--- src/smsc_cfg.svh ---
// Constants for the SPI master serial controller
`ifndef SMSC_CFG_SVH
`define SMSC_CFG_SVH

// ----------------------------------------------------------------------------
// Timing
// ----------------------------------------------------------------------------
`define SMSC_SYS_HZ        32'd50000000
`define SMSC_REF_HZ        32'd12000000
`define SMSC_HALF_STEP     (32'd2 * `SMSC_REF_HZ)

// ----------------------------------------------------------------------------
// Fixed values
// ----------------------------------------------------------------------------
`define SMSC_MODE_SPI      3'h2
`define SMSC_BUSY_TOKEN    8'hff
`define SMSC_FIFO_DEPTH    3'h4
`define SMSC_BIT_LAST      3'h7

// ----------------------------------------------------------------------------
// Register offsets
// ----------------------------------------------------------------------------
`define SMSC_A_DATA        8'h00
`define SMSC_A_CFG         8'h04
`define SMSC_A_STAT        8'h08
`define SMSC_A_MODE        8'h0c
`define SMSC_A_LIN         8'h10
`define SMSC_A_EXP         8'h14
`define SMSC_A_PEND        8'h18
`define SMSC_A_IEN         8'h1c
`define SMSC_A_TRIG        8'h20
`define SMSC_A_DMA         8'h24

// ----------------------------------------------------------------------------
// Field positions and reset values
// ----------------------------------------------------------------------------
`define SMSC_DMA_RXRST     0
`define SMSC_PEND_MASK     16'h1e1f
`define SMSC_RST_CFG       7'h00
`define SMSC_RST_MODE      3'h0
`define SMSC_RST_LIN       8'h00
`define SMSC_RST_EXP       4'h0
`define SMSC_RST_WORD      16'h0000
`define SMSC_RST_TRIG      3'h0
`define SMSC_RST_FLAGS     3'h6

`endif

--- src/smsc_pkg.sv ---
// Types shared by the SPI master serial controller
package smsc_pkg;

    typedef struct packed {
        logic auto_en;
        logic rxdrv;
        logic mst;
        logic rpt;
        logic ord;
        logic pha;
        logic pol;
    } smsc_cfg_s;

    typedef struct packed {
        logic rx_ovf;
        logic tx_idle;
        logic tx_free;
        logic rx_val;
    } smsc_stat_s;

    typedef enum logic {
        SMSC_IDLE,
        SMSC_SHIFT
    } smsc_state_e;

endpackage

--- src/smsc_top.sv ---
// SPI master serial controller: registers, FIFOs, clock generator and shifter
//
// Function
// - Master logic runs only with mode selector equal 2 and master bit set.
// - SCLK equals 12 MHz divided by (mantissa+1) times two to the exponent.
// - Zero divisors are legal and give the fastest 12 Mbps clock.
// - Bit order bit clear shifts MSB first, set shifts LSB first.
// - Transmit and receive characters each pass a four entry FIFO.
// - Data port write pushes transmit FIFO, read pops receive FIFO; DMA shares both.
// - Write with transmit FIFO and shifter empty clears the transmitter idle flag.
// - Transmit free clears when FIFO fills, sets when a character shifts out.
// - Transmitter idle sets when FIFO is empty and last character has left.
// - Received characters enter receive FIFO and set receive valid.
// - Character arriving with full receive FIFO is dropped, sets overrun flag and event.
// - Receive DMA error appears after FIFO drains; cleared by DMA reset or reload.
// - A character is received only while one is transmitted.
// - Empty FIFO with auto transmit sends last character or 0xFF per repeat bit.
// - Each automatic character start sets the transmit underrun pending flag.
// - Auto transmit disabled stops new receptions; received characters stay buffered.
// - Receive DMA completion does not imply an empty receive FIFO.
// - Idle, free and valid events fire on rising edge or high level per mode.
// - DMA buffer A/B completion events fire on falling edge of buffer active.
// - Receiver-driven set starts on transmit data only while receive FIFO has space; clear starts on transmit data even with the FIFO full.
// - Reading the data port also clears the receive overrun flag.
// - Interrupt mode bit 0 means edge triggered, 1 means level triggered.
//
// The address-and-strobe port and the register addresses were chosen for this implementation.
`include "smsc_cfg.svh"

module smsc_top (
    input  wire logic        i_sys_clk,
    input  wire logic        i_rst_b,
    input  wire logic [7:0]  i_addr,
    input  wire logic [15:0] i_wdata,
    input  wire logic        i_wr,
    input  wire logic        i_rd,
    output logic      [15:0] o_rdata,
    input  wire logic        i_miso,
    output logic             o_sclk,
    output logic             o_mosi,
    input  wire logic        i_dma_tx_wr,
    input  wire logic [7:0]  i_dma_tx_data,
    output logic             o_dma_tx_ack,
    input  wire logic        i_dma_rx_rd,
    output logic      [7:0]  o_dma_rx_data,
    output logic             o_dma_rx_valid,
    input  wire logic [1:0]  i_tx_dma_buffer_active,
    input  wire logic [1:0]  i_rx_dma_buffer_active,
    input  wire logic        i_rx_dma_reload,
    output logic             o_rx_dma_error,
    output logic             o_irq
);
    import smsc_pkg::*;

    // ------------------------------------------------------------------------
    // Bit order helpers
    // ------------------------------------------------------------------------
    function automatic logic out_bit(input logic [7:0] b, input logic lsb);
        out_bit = lsb ? b[0] : b[7];
    endfunction

    function automatic logic [7:0] shift_out(input logic [7:0] b, input logic lsb);
        shift_out = lsb ? {1'b0, b[7:1]} : {b[6:0], 1'b0};
    endfunction

    function automatic logic [7:0] shift_in(input logic [7:0] b, input logic d, input logic lsb);
        shift_in = lsb ? {d, b[7:1]} : {b[6:0], d};
    endfunction

    // ------------------------------------------------------------------------
    // Reset release
    // ------------------------------------------------------------------------
    logic rst_meta_r;
    logic rst_n;

    always_ff @(posedge i_sys_clk or negedge i_rst_b) begin
        if (!i_rst_b) begin
            rst_meta_r <= 1'b0;
            rst_n      <= 1'b0;
        end else begin
            rst_meta_r <= 1'b1;
            rst_n      <= rst_meta_r;
        end
    end

    // ------------------------------------------------------------------------
    // Declarations
    // ------------------------------------------------------------------------
    smsc_cfg_s   cfg_r;
    smsc_stat_s  stat;
    smsc_state_e st_r;
    logic [2:0]  mode_r;
    logic [7:0]  lin_r;
    logic [3:0]  exp_r;
    logic [15:0] pend_r;
    logic [15:0] ien_r;
    logic [2:0]  trig_r;
    logic [7:0]  txm [0:3];
    logic [7:0]  rxm [0:3];
    logic [1:0]  tx_wp_r;
    logic [1:0]  tx_rp_r;
    logic [2:0]  tx_cnt_r;
    logic [1:0]  rx_wp_r;
    logic [1:0]  rx_rp_r;
    logic [2:0]  rx_cnt_r;
    logic        tx_idle_r;
    logic        tx_free_r;
    logic        rx_ovf_r;
    logic        ovf_wait_r;
    logic [31:0] acc_r;
    logic [22:0] hc_r;
    logic        half_r;
    logic [2:0]  bit_r;
    logic [7:0]  txsh_r;
    logic [7:0]  rxsh_r;
    logic [7:0]  last_r;
    logic        miso_m1_r;
    logic        miso_m2_r;
    logic        miso_m3_r;
    logic        miso_r;
    logic [2:0]  flag_prev_r;
    logic [3:0]  act_prev_r;
    logic [2:0]  flag_ev;

    // ------------------------------------------------------------------------
    // Register decode
    // ------------------------------------------------------------------------
    wire wr_data  = i_wr && (i_addr == `SMSC_A_DATA);
    wire rd_data  = i_rd && (i_addr == `SMSC_A_DATA);
    wire wr_pend  = i_wr && (i_addr == `SMSC_A_PEND);
    wire dma_rrst = i_wr && (i_addr == `SMSC_A_DMA) && i_wdata[`SMSC_DMA_RXRST];

    always_ff @(posedge i_sys_clk or negedge rst_n) begin
        if (!rst_n) begin
            cfg_r  <= `SMSC_RST_CFG;
            mode_r <= `SMSC_RST_MODE;
            lin_r  <= `SMSC_RST_LIN;
            exp_r  <= `SMSC_RST_EXP;
            ien_r  <= `SMSC_RST_WORD;
            trig_r <= `SMSC_RST_TRIG;
        end else if (i_wr) begin
            if (i_addr == `SMSC_A_CFG) cfg_r <= i_wdata[6:0];
            if (i_addr == `SMSC_A_MODE) mode_r <= i_wdata[2:0];
            if (i_addr == `SMSC_A_LIN) lin_r <= i_wdata[7:0];
            if (i_addr == `SMSC_A_EXP) exp_r <= i_wdata[3:0];
            if (i_addr == `SMSC_A_IEN) ien_r <= i_wdata & `SMSC_PEND_MASK;
            if (i_addr == `SMSC_A_TRIG) trig_r <= i_wdata[2:0];
        end
    end

    // ------------------------------------------------------------------------
    // Transmit FIFO
    // ------------------------------------------------------------------------
    wire       active    = (mode_r == `SMSC_MODE_SPI) && cfg_r.mst;
    wire       tx_empty  = (tx_cnt_r == 3'h0);
    wire       tx_full   = (tx_cnt_r == `SMSC_FIFO_DEPTH);
    wire       sw_push   = wr_data && !tx_full;
    wire       dma_push  = i_dma_tx_wr && !wr_data && !tx_full;
    wire       tx_push   = sw_push || dma_push;
    wire [7:0] tx_pdata  = wr_data ? i_wdata[7:0] : i_dma_tx_data;
    wire       rx_empty  = (rx_cnt_r == 3'h0);
    wire       rx_full   = (rx_cnt_r == `SMSC_FIFO_DEPTH);
    wire       start_ok  = (!tx_empty || cfg_r.auto_en) && (!cfg_r.rxdrv || !rx_full);
    wire       load      = active && (st_r == SMSC_IDLE) && start_ok;
    wire       tx_pop    = load && !tx_empty;
    wire       underrun  = load && tx_empty;
    wire [7:0] auto_byte = cfg_r.rpt ? last_r : `SMSC_BUSY_TOKEN;
    wire [7:0] next_byte = tx_empty ? auto_byte : txm[tx_rp_r];

    always_ff @(posedge i_sys_clk) begin
        if (tx_push) txm[tx_wp_r] <= tx_pdata;
    end

    always_ff @(posedge i_sys_clk or negedge rst_n) begin
        if (!rst_n) begin
            tx_wp_r  <= 2'h0;
            tx_rp_r  <= 2'h0;
            tx_cnt_r <= 3'h0;
        end else begin
            tx_wp_r  <= tx_wp_r + {1'b0, tx_push};
            tx_rp_r  <= tx_rp_r + {1'b0, tx_pop};
            tx_cnt_r <= tx_cnt_r + {2'h0, tx_push} - {2'h0, tx_pop};
        end
    end

    // ------------------------------------------------------------------------
    // Serial clock generator
    // ------------------------------------------------------------------------
    wire [31:0] acc_sum   = acc_r + `SMSC_HALF_STEP;
    wire        ref_tick  = (acc_sum >= `SMSC_SYS_HZ);
    wire [22:0] div_full  = ({15'h0, lin_r} + 23'h1) << exp_r;
    wire [22:0] div_m1    = div_full - 23'h1;
    wire        half_tick = (st_r == SMSC_SHIFT) && ref_tick && (hc_r == div_m1);
    wire        fin       = half_tick && half_r && (bit_r == `SMSC_BIT_LAST);

    always_ff @(posedge i_sys_clk or negedge rst_n) begin
        if (!rst_n) begin
            acc_r <= 32'h0;
            hc_r  <= 23'h0;
        end else begin
            acc_r <= ref_tick ? acc_sum - `SMSC_SYS_HZ : acc_sum;
            if (load || half_tick) begin
                hc_r <= 23'h0;
            end else if ((st_r == SMSC_SHIFT) && ref_tick) begin
                hc_r <= hc_r + 23'h1;
            end
        end
    end

    // ------------------------------------------------------------------------
    // MISO input filter
    // ------------------------------------------------------------------------
    always_ff @(posedge i_sys_clk or negedge rst_n) begin
        if (!rst_n) begin
            miso_m1_r <= 1'b0;
            miso_m2_r <= 1'b0;
            miso_m3_r <= 1'b0;
            miso_r    <= 1'b0;
        end else begin
            miso_m1_r <= i_miso;
            miso_m2_r <= miso_m1_r;
            miso_m3_r <= miso_m2_r;
            if (miso_m2_r == miso_m3_r) miso_r <= miso_m3_r;
        end
    end

    // ------------------------------------------------------------------------
    // Shifter
    // ------------------------------------------------------------------------
    wire [7:0] rx_in = shift_in(rxsh_r, miso_r, cfg_r.ord);

    always_ff @(posedge i_sys_clk or negedge rst_n) begin
        if (!rst_n) begin
            st_r   <= SMSC_IDLE;
            half_r <= 1'b0;
            bit_r  <= 3'h0;
            txsh_r <= 8'h00;
            rxsh_r <= 8'h00;
            last_r <= 8'h00;
            o_sclk <= 1'b0;
            o_mosi <= 1'b0;
        end else if (!active) begin
            st_r   <= SMSC_IDLE;
            o_sclk <= cfg_r.pol;
        end else begin
            unique case (st_r)
                SMSC_IDLE: begin
                    o_sclk <= cfg_r.pol;
                    if (load) begin
                        st_r   <= SMSC_SHIFT;
                        half_r <= 1'b0;
                        bit_r  <= 3'h0;
                        last_r <= next_byte;
                        if (!cfg_r.pha) begin
                            o_mosi <= out_bit(next_byte, cfg_r.ord);
                            txsh_r <= shift_out(next_byte, cfg_r.ord);
                        end else begin
                            txsh_r <= next_byte;
                        end
                    end
                end
                SMSC_SHIFT: begin
                    if (half_tick) begin
                        o_sclk <= ~o_sclk;
                        half_r <= ~half_r;
                        if (!half_r) begin
                            if (!cfg_r.pha) begin
                                rxsh_r <= rx_in;
                            end else begin
                                o_mosi <= out_bit(txsh_r, cfg_r.ord);
                                txsh_r <= shift_out(txsh_r, cfg_r.ord);
                            end
                        end else begin
                            if (cfg_r.pha) begin
                                rxsh_r <= rx_in;
                            end else if (bit_r != `SMSC_BIT_LAST) begin
                                o_mosi <= out_bit(txsh_r, cfg_r.ord);
                                txsh_r <= shift_out(txsh_r, cfg_r.ord);
                            end
                            bit_r <= bit_r + 3'h1;
                            if (bit_r == `SMSC_BIT_LAST) st_r <= SMSC_IDLE;
                        end
                    end
                end
            endcase
        end
    end

    // ------------------------------------------------------------------------
    // Receive FIFO
    // ------------------------------------------------------------------------
    wire [7:0] rx_byte  = cfg_r.pha ? rx_in : rxsh_r;
    wire       rx_push  = fin && !rx_full;
    wire       overrun  = fin && rx_full;
    wire       sw_pop   = rd_data && !rx_empty;
    wire       dma_pop  = i_dma_rx_rd && !rd_data && !rx_empty;
    wire       rx_pop   = sw_pop || dma_pop;

    always_ff @(posedge i_sys_clk) begin
        if (rx_push) rxm[rx_wp_r] <= rx_byte;
    end

    always_ff @(posedge i_sys_clk or negedge rst_n) begin
        if (!rst_n) begin
            rx_wp_r  <= 2'h0;
            rx_rp_r  <= 2'h0;
            rx_cnt_r <= 3'h0;
        end else begin
            rx_wp_r  <= rx_wp_r + {1'b0, rx_push};
            rx_rp_r  <= rx_rp_r + {1'b0, rx_pop};
            rx_cnt_r <= rx_cnt_r + {2'h0, rx_push} - {2'h0, rx_pop};
        end
    end

    // ------------------------------------------------------------------------
    // Status flags and DMA side
    // ------------------------------------------------------------------------
    wire idle_set = fin && tx_empty && !tx_push;
    wire idle_clr = tx_push && tx_empty && (st_r == SMSC_IDLE);
    wire free_clr = (tx_cnt_r == 3'h3) && tx_push && !tx_pop;

    always_ff @(posedge i_sys_clk or negedge rst_n) begin
        if (!rst_n) begin
            tx_idle_r      <= 1'b1;
            tx_free_r      <= 1'b1;
            rx_ovf_r       <= 1'b0;
            ovf_wait_r     <= 1'b0;
            o_rx_dma_error <= 1'b0;
            o_dma_tx_ack   <= 1'b0;
            o_dma_rx_valid <= 1'b0;
            o_dma_rx_data  <= 8'h00;
        end else begin
            if (idle_set) tx_idle_r <= 1'b1;
            else if (idle_clr) tx_idle_r <= 1'b0;
            if (fin) tx_free_r <= 1'b1;
            else if (free_clr) tx_free_r <= 1'b0;
            if (overrun) rx_ovf_r <= 1'b1;
            else if (rd_data) rx_ovf_r <= 1'b0;
            if (overrun) ovf_wait_r <= 1'b1;
            else if (rx_empty) ovf_wait_r <= 1'b0;
            if (ovf_wait_r && rx_empty) o_rx_dma_error <= 1'b1;
            else if (dma_rrst || i_rx_dma_reload) o_rx_dma_error <= 1'b0;
            o_dma_tx_ack   <= dma_push;
            o_dma_rx_valid <= dma_pop;
            if (dma_pop) o_dma_rx_data <= rxm[rx_rp_r];
        end
    end

    assign stat = '{rx_ovf: rx_ovf_r, tx_idle: tx_idle_r, tx_free: tx_free_r, rx_val: !rx_empty};

    // ------------------------------------------------------------------------
    // Interrupt events
    // ------------------------------------------------------------------------
    wire [2:0] flags = {stat.tx_idle, stat.tx_free, stat.rx_val};

    genvar gi;
    generate
        for (gi = 0; gi < 3; gi = gi + 1) begin : g_ev
            assign flag_ev[gi] = trig_r[gi] ? flags[gi] : flags[gi] && !flag_prev_r[gi];
        end
    endgenerate

    wire [3:0]  act_now  = {i_tx_dma_buffer_active, i_rx_dma_buffer_active};
    wire [3:0]  act_fall = act_prev_r & ~act_now;
    wire [15:0] pend_set = {3'h0, act_fall, 4'h0, underrun, overrun, flag_ev};
    wire [15:0] pend_clr = wr_pend ? i_wdata : `SMSC_RST_WORD;
    wire [15:0] pend_nxt = ((pend_r & ~pend_clr) | pend_set) & `SMSC_PEND_MASK;

    always_ff @(posedge i_sys_clk or negedge rst_n) begin
        if (!rst_n) begin
            flag_prev_r <= `SMSC_RST_FLAGS;
            act_prev_r  <= 4'h0;
            pend_r      <= `SMSC_RST_WORD;
            o_irq       <= 1'b0;
        end else begin
            flag_prev_r <= flags;
            act_prev_r  <= act_now;
            pend_r      <= pend_nxt;
            o_irq       <= |(pend_r & ien_r);
        end
    end

    // ------------------------------------------------------------------------
    // Read path
    // ------------------------------------------------------------------------
    wire [15:0] rd_mux =
        (i_addr == `SMSC_A_DATA) ? {8'h00, rx_empty ? 8'h00 : rxm[rx_rp_r]} :
        (i_addr == `SMSC_A_CFG)  ? {9'h000, cfg_r} :
        (i_addr == `SMSC_A_STAT) ? {12'h000, stat} :
        (i_addr == `SMSC_A_MODE) ? {13'h0000, mode_r} :
        (i_addr == `SMSC_A_LIN)  ? {8'h00, lin_r} :
        (i_addr == `SMSC_A_EXP)  ? {12'h000, exp_r} :
        (i_addr == `SMSC_A_PEND) ? pend_r :
        (i_addr == `SMSC_A_IEN)  ? ien_r :
        (i_addr == `SMSC_A_TRIG) ? {13'h0000, trig_r} :
        (i_addr == `SMSC_A_DMA)  ? {15'h0000, o_rx_dma_error} : 16'h0000;

    always_ff @(posedge i_sys_clk or negedge rst_n) begin
        if (!rst_n) begin
            o_rdata <= 16'h0000;
        end else if (i_rd) begin
            o_rdata <= rd_mux;
        end else begin
            o_rdata <= 16'h0000;
        end
    end

endmodule

--- config.mk ---
export PLATFORM = sky130hd
export DESIGN_NAME = smsc_top
export DESIGN_NICKNAME = d
export VERILOG_FILES = /design/src/smsc_pkg.sv /design/src/smsc_top.sv
export VERILOG_INCLUDE_DIRS = /design/src
export SDC_FILE = /design/constraint.sdc
export NUM_CORES = 1
export LEC_CHECK = 0
export ABC_CLOCK_PERIOD_IN_PS = 12000
export BUFFER_PORTS_ARGS = -buffer_cell sky130_fd_sc_hd__buf_2
export CORE_UTILIZATION = 62
export CTS_CLUSTER_SIZE = 16
export DETAILED_ROUTE_END_ITERATION = 8
export GPL_TIMING_DRIVEN = 0
export PLACE_DENSITY_LB_ADDON = 0.25
export SLEW_MARGIN = 25
export SYNTH_ARGS = -nofsm -noshare
export SYNTH_HDL_FRONTEND = slang
export SYNTH_SLANG_ARGS = --single-unit
--- constraint.sdc ---
create_clock -name i_sys_clk -period 12 [get_ports i_sys_clk]
set_input_delay 2.4 -clock i_sys_clk [delete_from_list [all_inputs] [get_ports i_sys_clk]]
set_output_delay 2.4 -clock i_sys_clk [all_outputs]
set_load 0.05 [all_outputs]
==> results.txt <==
The number of nets still failing antenna checks after routing is 0. The number of hold buffers added after CTS is 0. IR analysis of the VDD net gives a maximum drop of 0.000129 V. The final total power is 2.26 mW. In this run the static leakage power is 6.23 nW. The mean instance size in the synthesized netlist is 10.3 sq um. For the pin with the worst max-slew slack, the measured transition is 948 ps. The share of cells above drive strength 1 came out at 17.5%.

The number of buffers on the longest clock path is 3. The most numerous cell type found on the critical path is ha_1. The number of warning messages in the yosys log is 0. Across the run, the number of max-cap violations was 0. The multiplexer share of the synthesized area came out at 11.6%. The commonest register cell after synthesis is dfrtp_1. By area, the combinational part of the netlist is dominated by simple AND/OR/NAND/NOR gates. The post-synthesis instance area came out at 0.0142 sq mm. The number of antenna violations at the first check in global routing is 1. The utilization after layout came out at 71.7%. The number of global-route vias before repair is 11200. After layout, the minimum clock period comes to 6680 ps.

The final hold violation count is 0. The detailed-route via count is 11400. The worst hold path belongs to the class register to async pin. The root buffer cell chosen for the clock tree is clkbuf_16. The distinct cell type count of the synthesized netlist came out at 99. After clock tree synthesis, the clock-pin slew on the worst setup and hold paths is 60 ps. Among all stages on the critical path, the largest delay is contributed by a2111oi_0. The critical path's largest stage delay came out at 710 ps. The library cell used most frequently in the layout, excluding fill and tap cells, is dfrtp_1. The number of clock buffers added by TritonCTS is 27. The endpoint class of the critical path is a register. The final worst clock skew is 19.0 ps. The area share of and/or/nand/nor cells after synthesis came out at 16.0%. The die footprint is 0.0235 sq mm. The I/O pin count is 74. The die is 153 um tall. In this run the post-CTS setup repair buffer count came out at 0. The TritonCTS clock tree is done. Counting flops with a built-in enable in the synthesized netlist gives 64. Entering global routing, the biggest net connects 56 pins. The complex-gate fraction of the synthesized area came out at 15.2%. In this run the tightest slew margin relative to its limit is 36.3%.

Global routing finished with a remaining overflow of 0. The endpoint required time on the critical path is 12450 ps. The maximum achievable frequency came out at 150 MHz.

The total routing usage reported by global routing is 30.8%. Walking the worst path, the cells encountered are ha_1, buf_1, nor2b_1, a2111oi_0, o21ai_1, and2_1, a221o_1, xnor2_1, nor4_1, nand4_1, or3b_4, nor4_4, nand4_2, ha_1, inv_1, ha_1, fa_1, xnor2_1. Registers are responsible for 43.0% of the overall power.

Of the available clock period, the critical path in the final layout requires 55.7%. The post-cts resize count is 0. The area growth from synthesis to final layout came out at 12.0%. The count of routing violations after the opening detailed-route iteration is 1124. In this run, synthesis produced a sequential element count of 241. The portion of total power attributed to combinational logic came out at 19.3%. The wire length of the first global-routing pass is 57.8 mm.

The switching part of the total came out at 29.6%. The HPWL after detailed placement is 25.7 mm. The number of failing setup endpoints in the final timing report came out at 0. The run finished with clean final reports. By startpoint and endpoint, the worst setup path is classified as register to register.

In this run the core area contains 54 standard-cell rows. The fill cell total of the finished layout came out at 1586. Of the total power, the clock network draws 37.7%. The later pin in the worst-skew pair is clocked with a latency of 560 ps. The setup total negative slack came out at 0 ps. For this design the ratio of total power to cell area is 142 mW/mm^2. The maximum fanout count along the critical path is 10. The number of buffer and inverter stages on the critical path is 2. After detailed placement, the design holds a cell count of 1732. The switching power summed over all nets is 0.668 mW. Broken down by cell family, the worst path's largest delay share belongs to simple AND/OR/NAND/NOR gates.

The area share of fa/ha/maj cells after synthesis is 1.85%. The remaining design rule violation count is 0. The proportion of synthesized flip-flops having asynchronous set or reset came out at 73.4%. The clock net sink count came out at 241. The number of search-and-repair iterations in the first detailed-routing pass is 6.

Setup repair after global routing left no endpoint under its margin. The count of pins over their slew limit is 0. In the final routed layout, each cell accounts on average for 19.9 um.

The data arrival time of the critical path is 7130 ps. The design internal power came out at 1.59 mW. The final antenna diode count came out at 0.

Excluding fillers, the count of instances in the completed layout stands at 1782. The minimum setup slack after placement is 5580 ps. The final layout contains routed wiring with a total length of 35.4 mm. The die width is 153 um.

Across all setup checks in the final design, the least slack found is 5320 ps. The final-stage net count is 1544. Synthesis produced a netlist whose cell count is 1383.

For this run, the register share of the synthesized area comes to 44.8%. The area of the core came out at 0.0222 sq mm. The last weighted congestion value of the routability-driven placer is 0.933. Dividing the detail-routed via count by the number of cells gives 6.37.

The kind of launch point of the worst setup path is a register. Once the floorplan was initialized, standard cells occupied 64.0% of the core. In the layout the commonest cells are dfrtp_1, nand2_1, nor2_1. CTS built an H-tree with a depth of 1. The number of buffer cells added on primary ports is 63.

The xor-xnor portion of the synthesized cell area is 6.67%.
-- layer usage --
layer  vias to the layer above  GRT usage [%]  wire length [um]
met3                        83           3.88              2470
met5                         -              0                 5
met4                         2           8.80               850
met1                      5580           42.5             15000
li1                       5263              -                 -
met2                       427           51.2             17100
-- path summary, 6_finish.rpt --
path / start / end / slack, ps / depth (start not counted)
max: lin_r[1] / rx_cnt_r[2] / 5320 / 18
min: rst_n / acc_r[14] / 320 / 0
max reg2reg: lin_r[1] / rx_cnt_r[2] / 5320 / 18
min reg2reg: rst_n / acc_r[14] / 320 / 0
max in group asynchronous: i_rst_b / rst_n / 10270 / 1
min in group i_sys_clk: rst_meta_r / rst_n / 350 / 0
-- power groups by stage --
stage / sequential [mW] / combinational [mW] / clock (mW)
2_1_floorplan: 0.988 / 0.303 / 0
3_3_place_gp: 0.988 / 0.399 / 0
3_5_place_dp: 0.985 / 0.427 / 0
4_1_cts: 0.971 / 0.432 / 0.857
5_1_grt: 0.979 / 0.477 / 0.888
6_report: 0.972 / 0.435 / 0.852
-- Yosys cell counts, drive strengths merged (19+ instances only) --
cell | n | area share, %
a211oi | 24 | 1.4
a21oi | 68 | 2.4
a31oi | 19 | 0.84
and3 | 24 | 1.1
buf | 29 | 1.3
clkbuf | 47 | 1.2
dfrtp | 173 | 31
edfxtp | 64 | 14
inv | 50 | 1.3
mux2 | 70 | 5.6
mux2i | 47 | 3.3
nand2 | 131 | 3.5
nand3 | 31 | 1.1
nor2 | 126 | 3.4
nor3 | 24 | 0.85
o21ai | 51 | 1.8
xnor2 | 72 | 4.4
xor2 | 36 | 2.2
-- flip-flops by register name (all words and copies together), names as in the netlist, 9 cells and up --
signal / flops
acc_r: 25
hc_r: 23
ien_r: 9
o_rdata: 12
pend_r: 9
rxm: 32
txm: 32
-- per-stage QoR --
stage | cell area, sq um | hold WS [ps]
4_1_cts | 15900 | 351
3_5_place_dp | 15000 | 338
6_report | 15900 | 318
2_1_floorplan | 14200 | 331
5_1_grt | 15900 | 361
3_3_place_gp | 14900 | 335
-- worst register-to-register path, cell delays in order (launching register included) --
cell and delay, ps:
dfrtp_1 520, ha_1 340, buf_1 390, nor2b_1 120, a2111oi_0 710, o21ai_1 300, and2_1 310, a221o_1 370
xnor2_1 140, nor4_1 690, nand4_1 190, or3b_4 470, nor4_4 580, nand4_2 350, ha_1 390, inv_1 40
ha_1 180, fa_1 380, xnor2_1 140
-- cell families (layout without fill, tap and decap cells) --
family,after synthesis,count (layout)
simple gates,453,453
compound gates,298,298
flops,241,241
mux,134,134
buf+inv,127,243
xor+xnor,108,108
fa+ha+maj,20,20
other cells,2,5
-- area by class of cell --
| type | instances | area [sq um] | share of cell area (%) |
|---|---|---|---|
| clock inverter | 13 | 166 | 1.05 |
| clock buffer | 37 | 753 | 4.74 |
| buffer | 76 | 359 | 2.26 |
| sequential | 241 | 6360 | 40.0 |
| inverter | 51 | 191 | 1.20 |
| timing repair buffer | 66 | 390 | 2.46 |
| multi-input combinational | 1018 | 7320 | 46.1 |
| tap | 280 | 350 | 2.21 |
(Power assumes the default switching activity.)
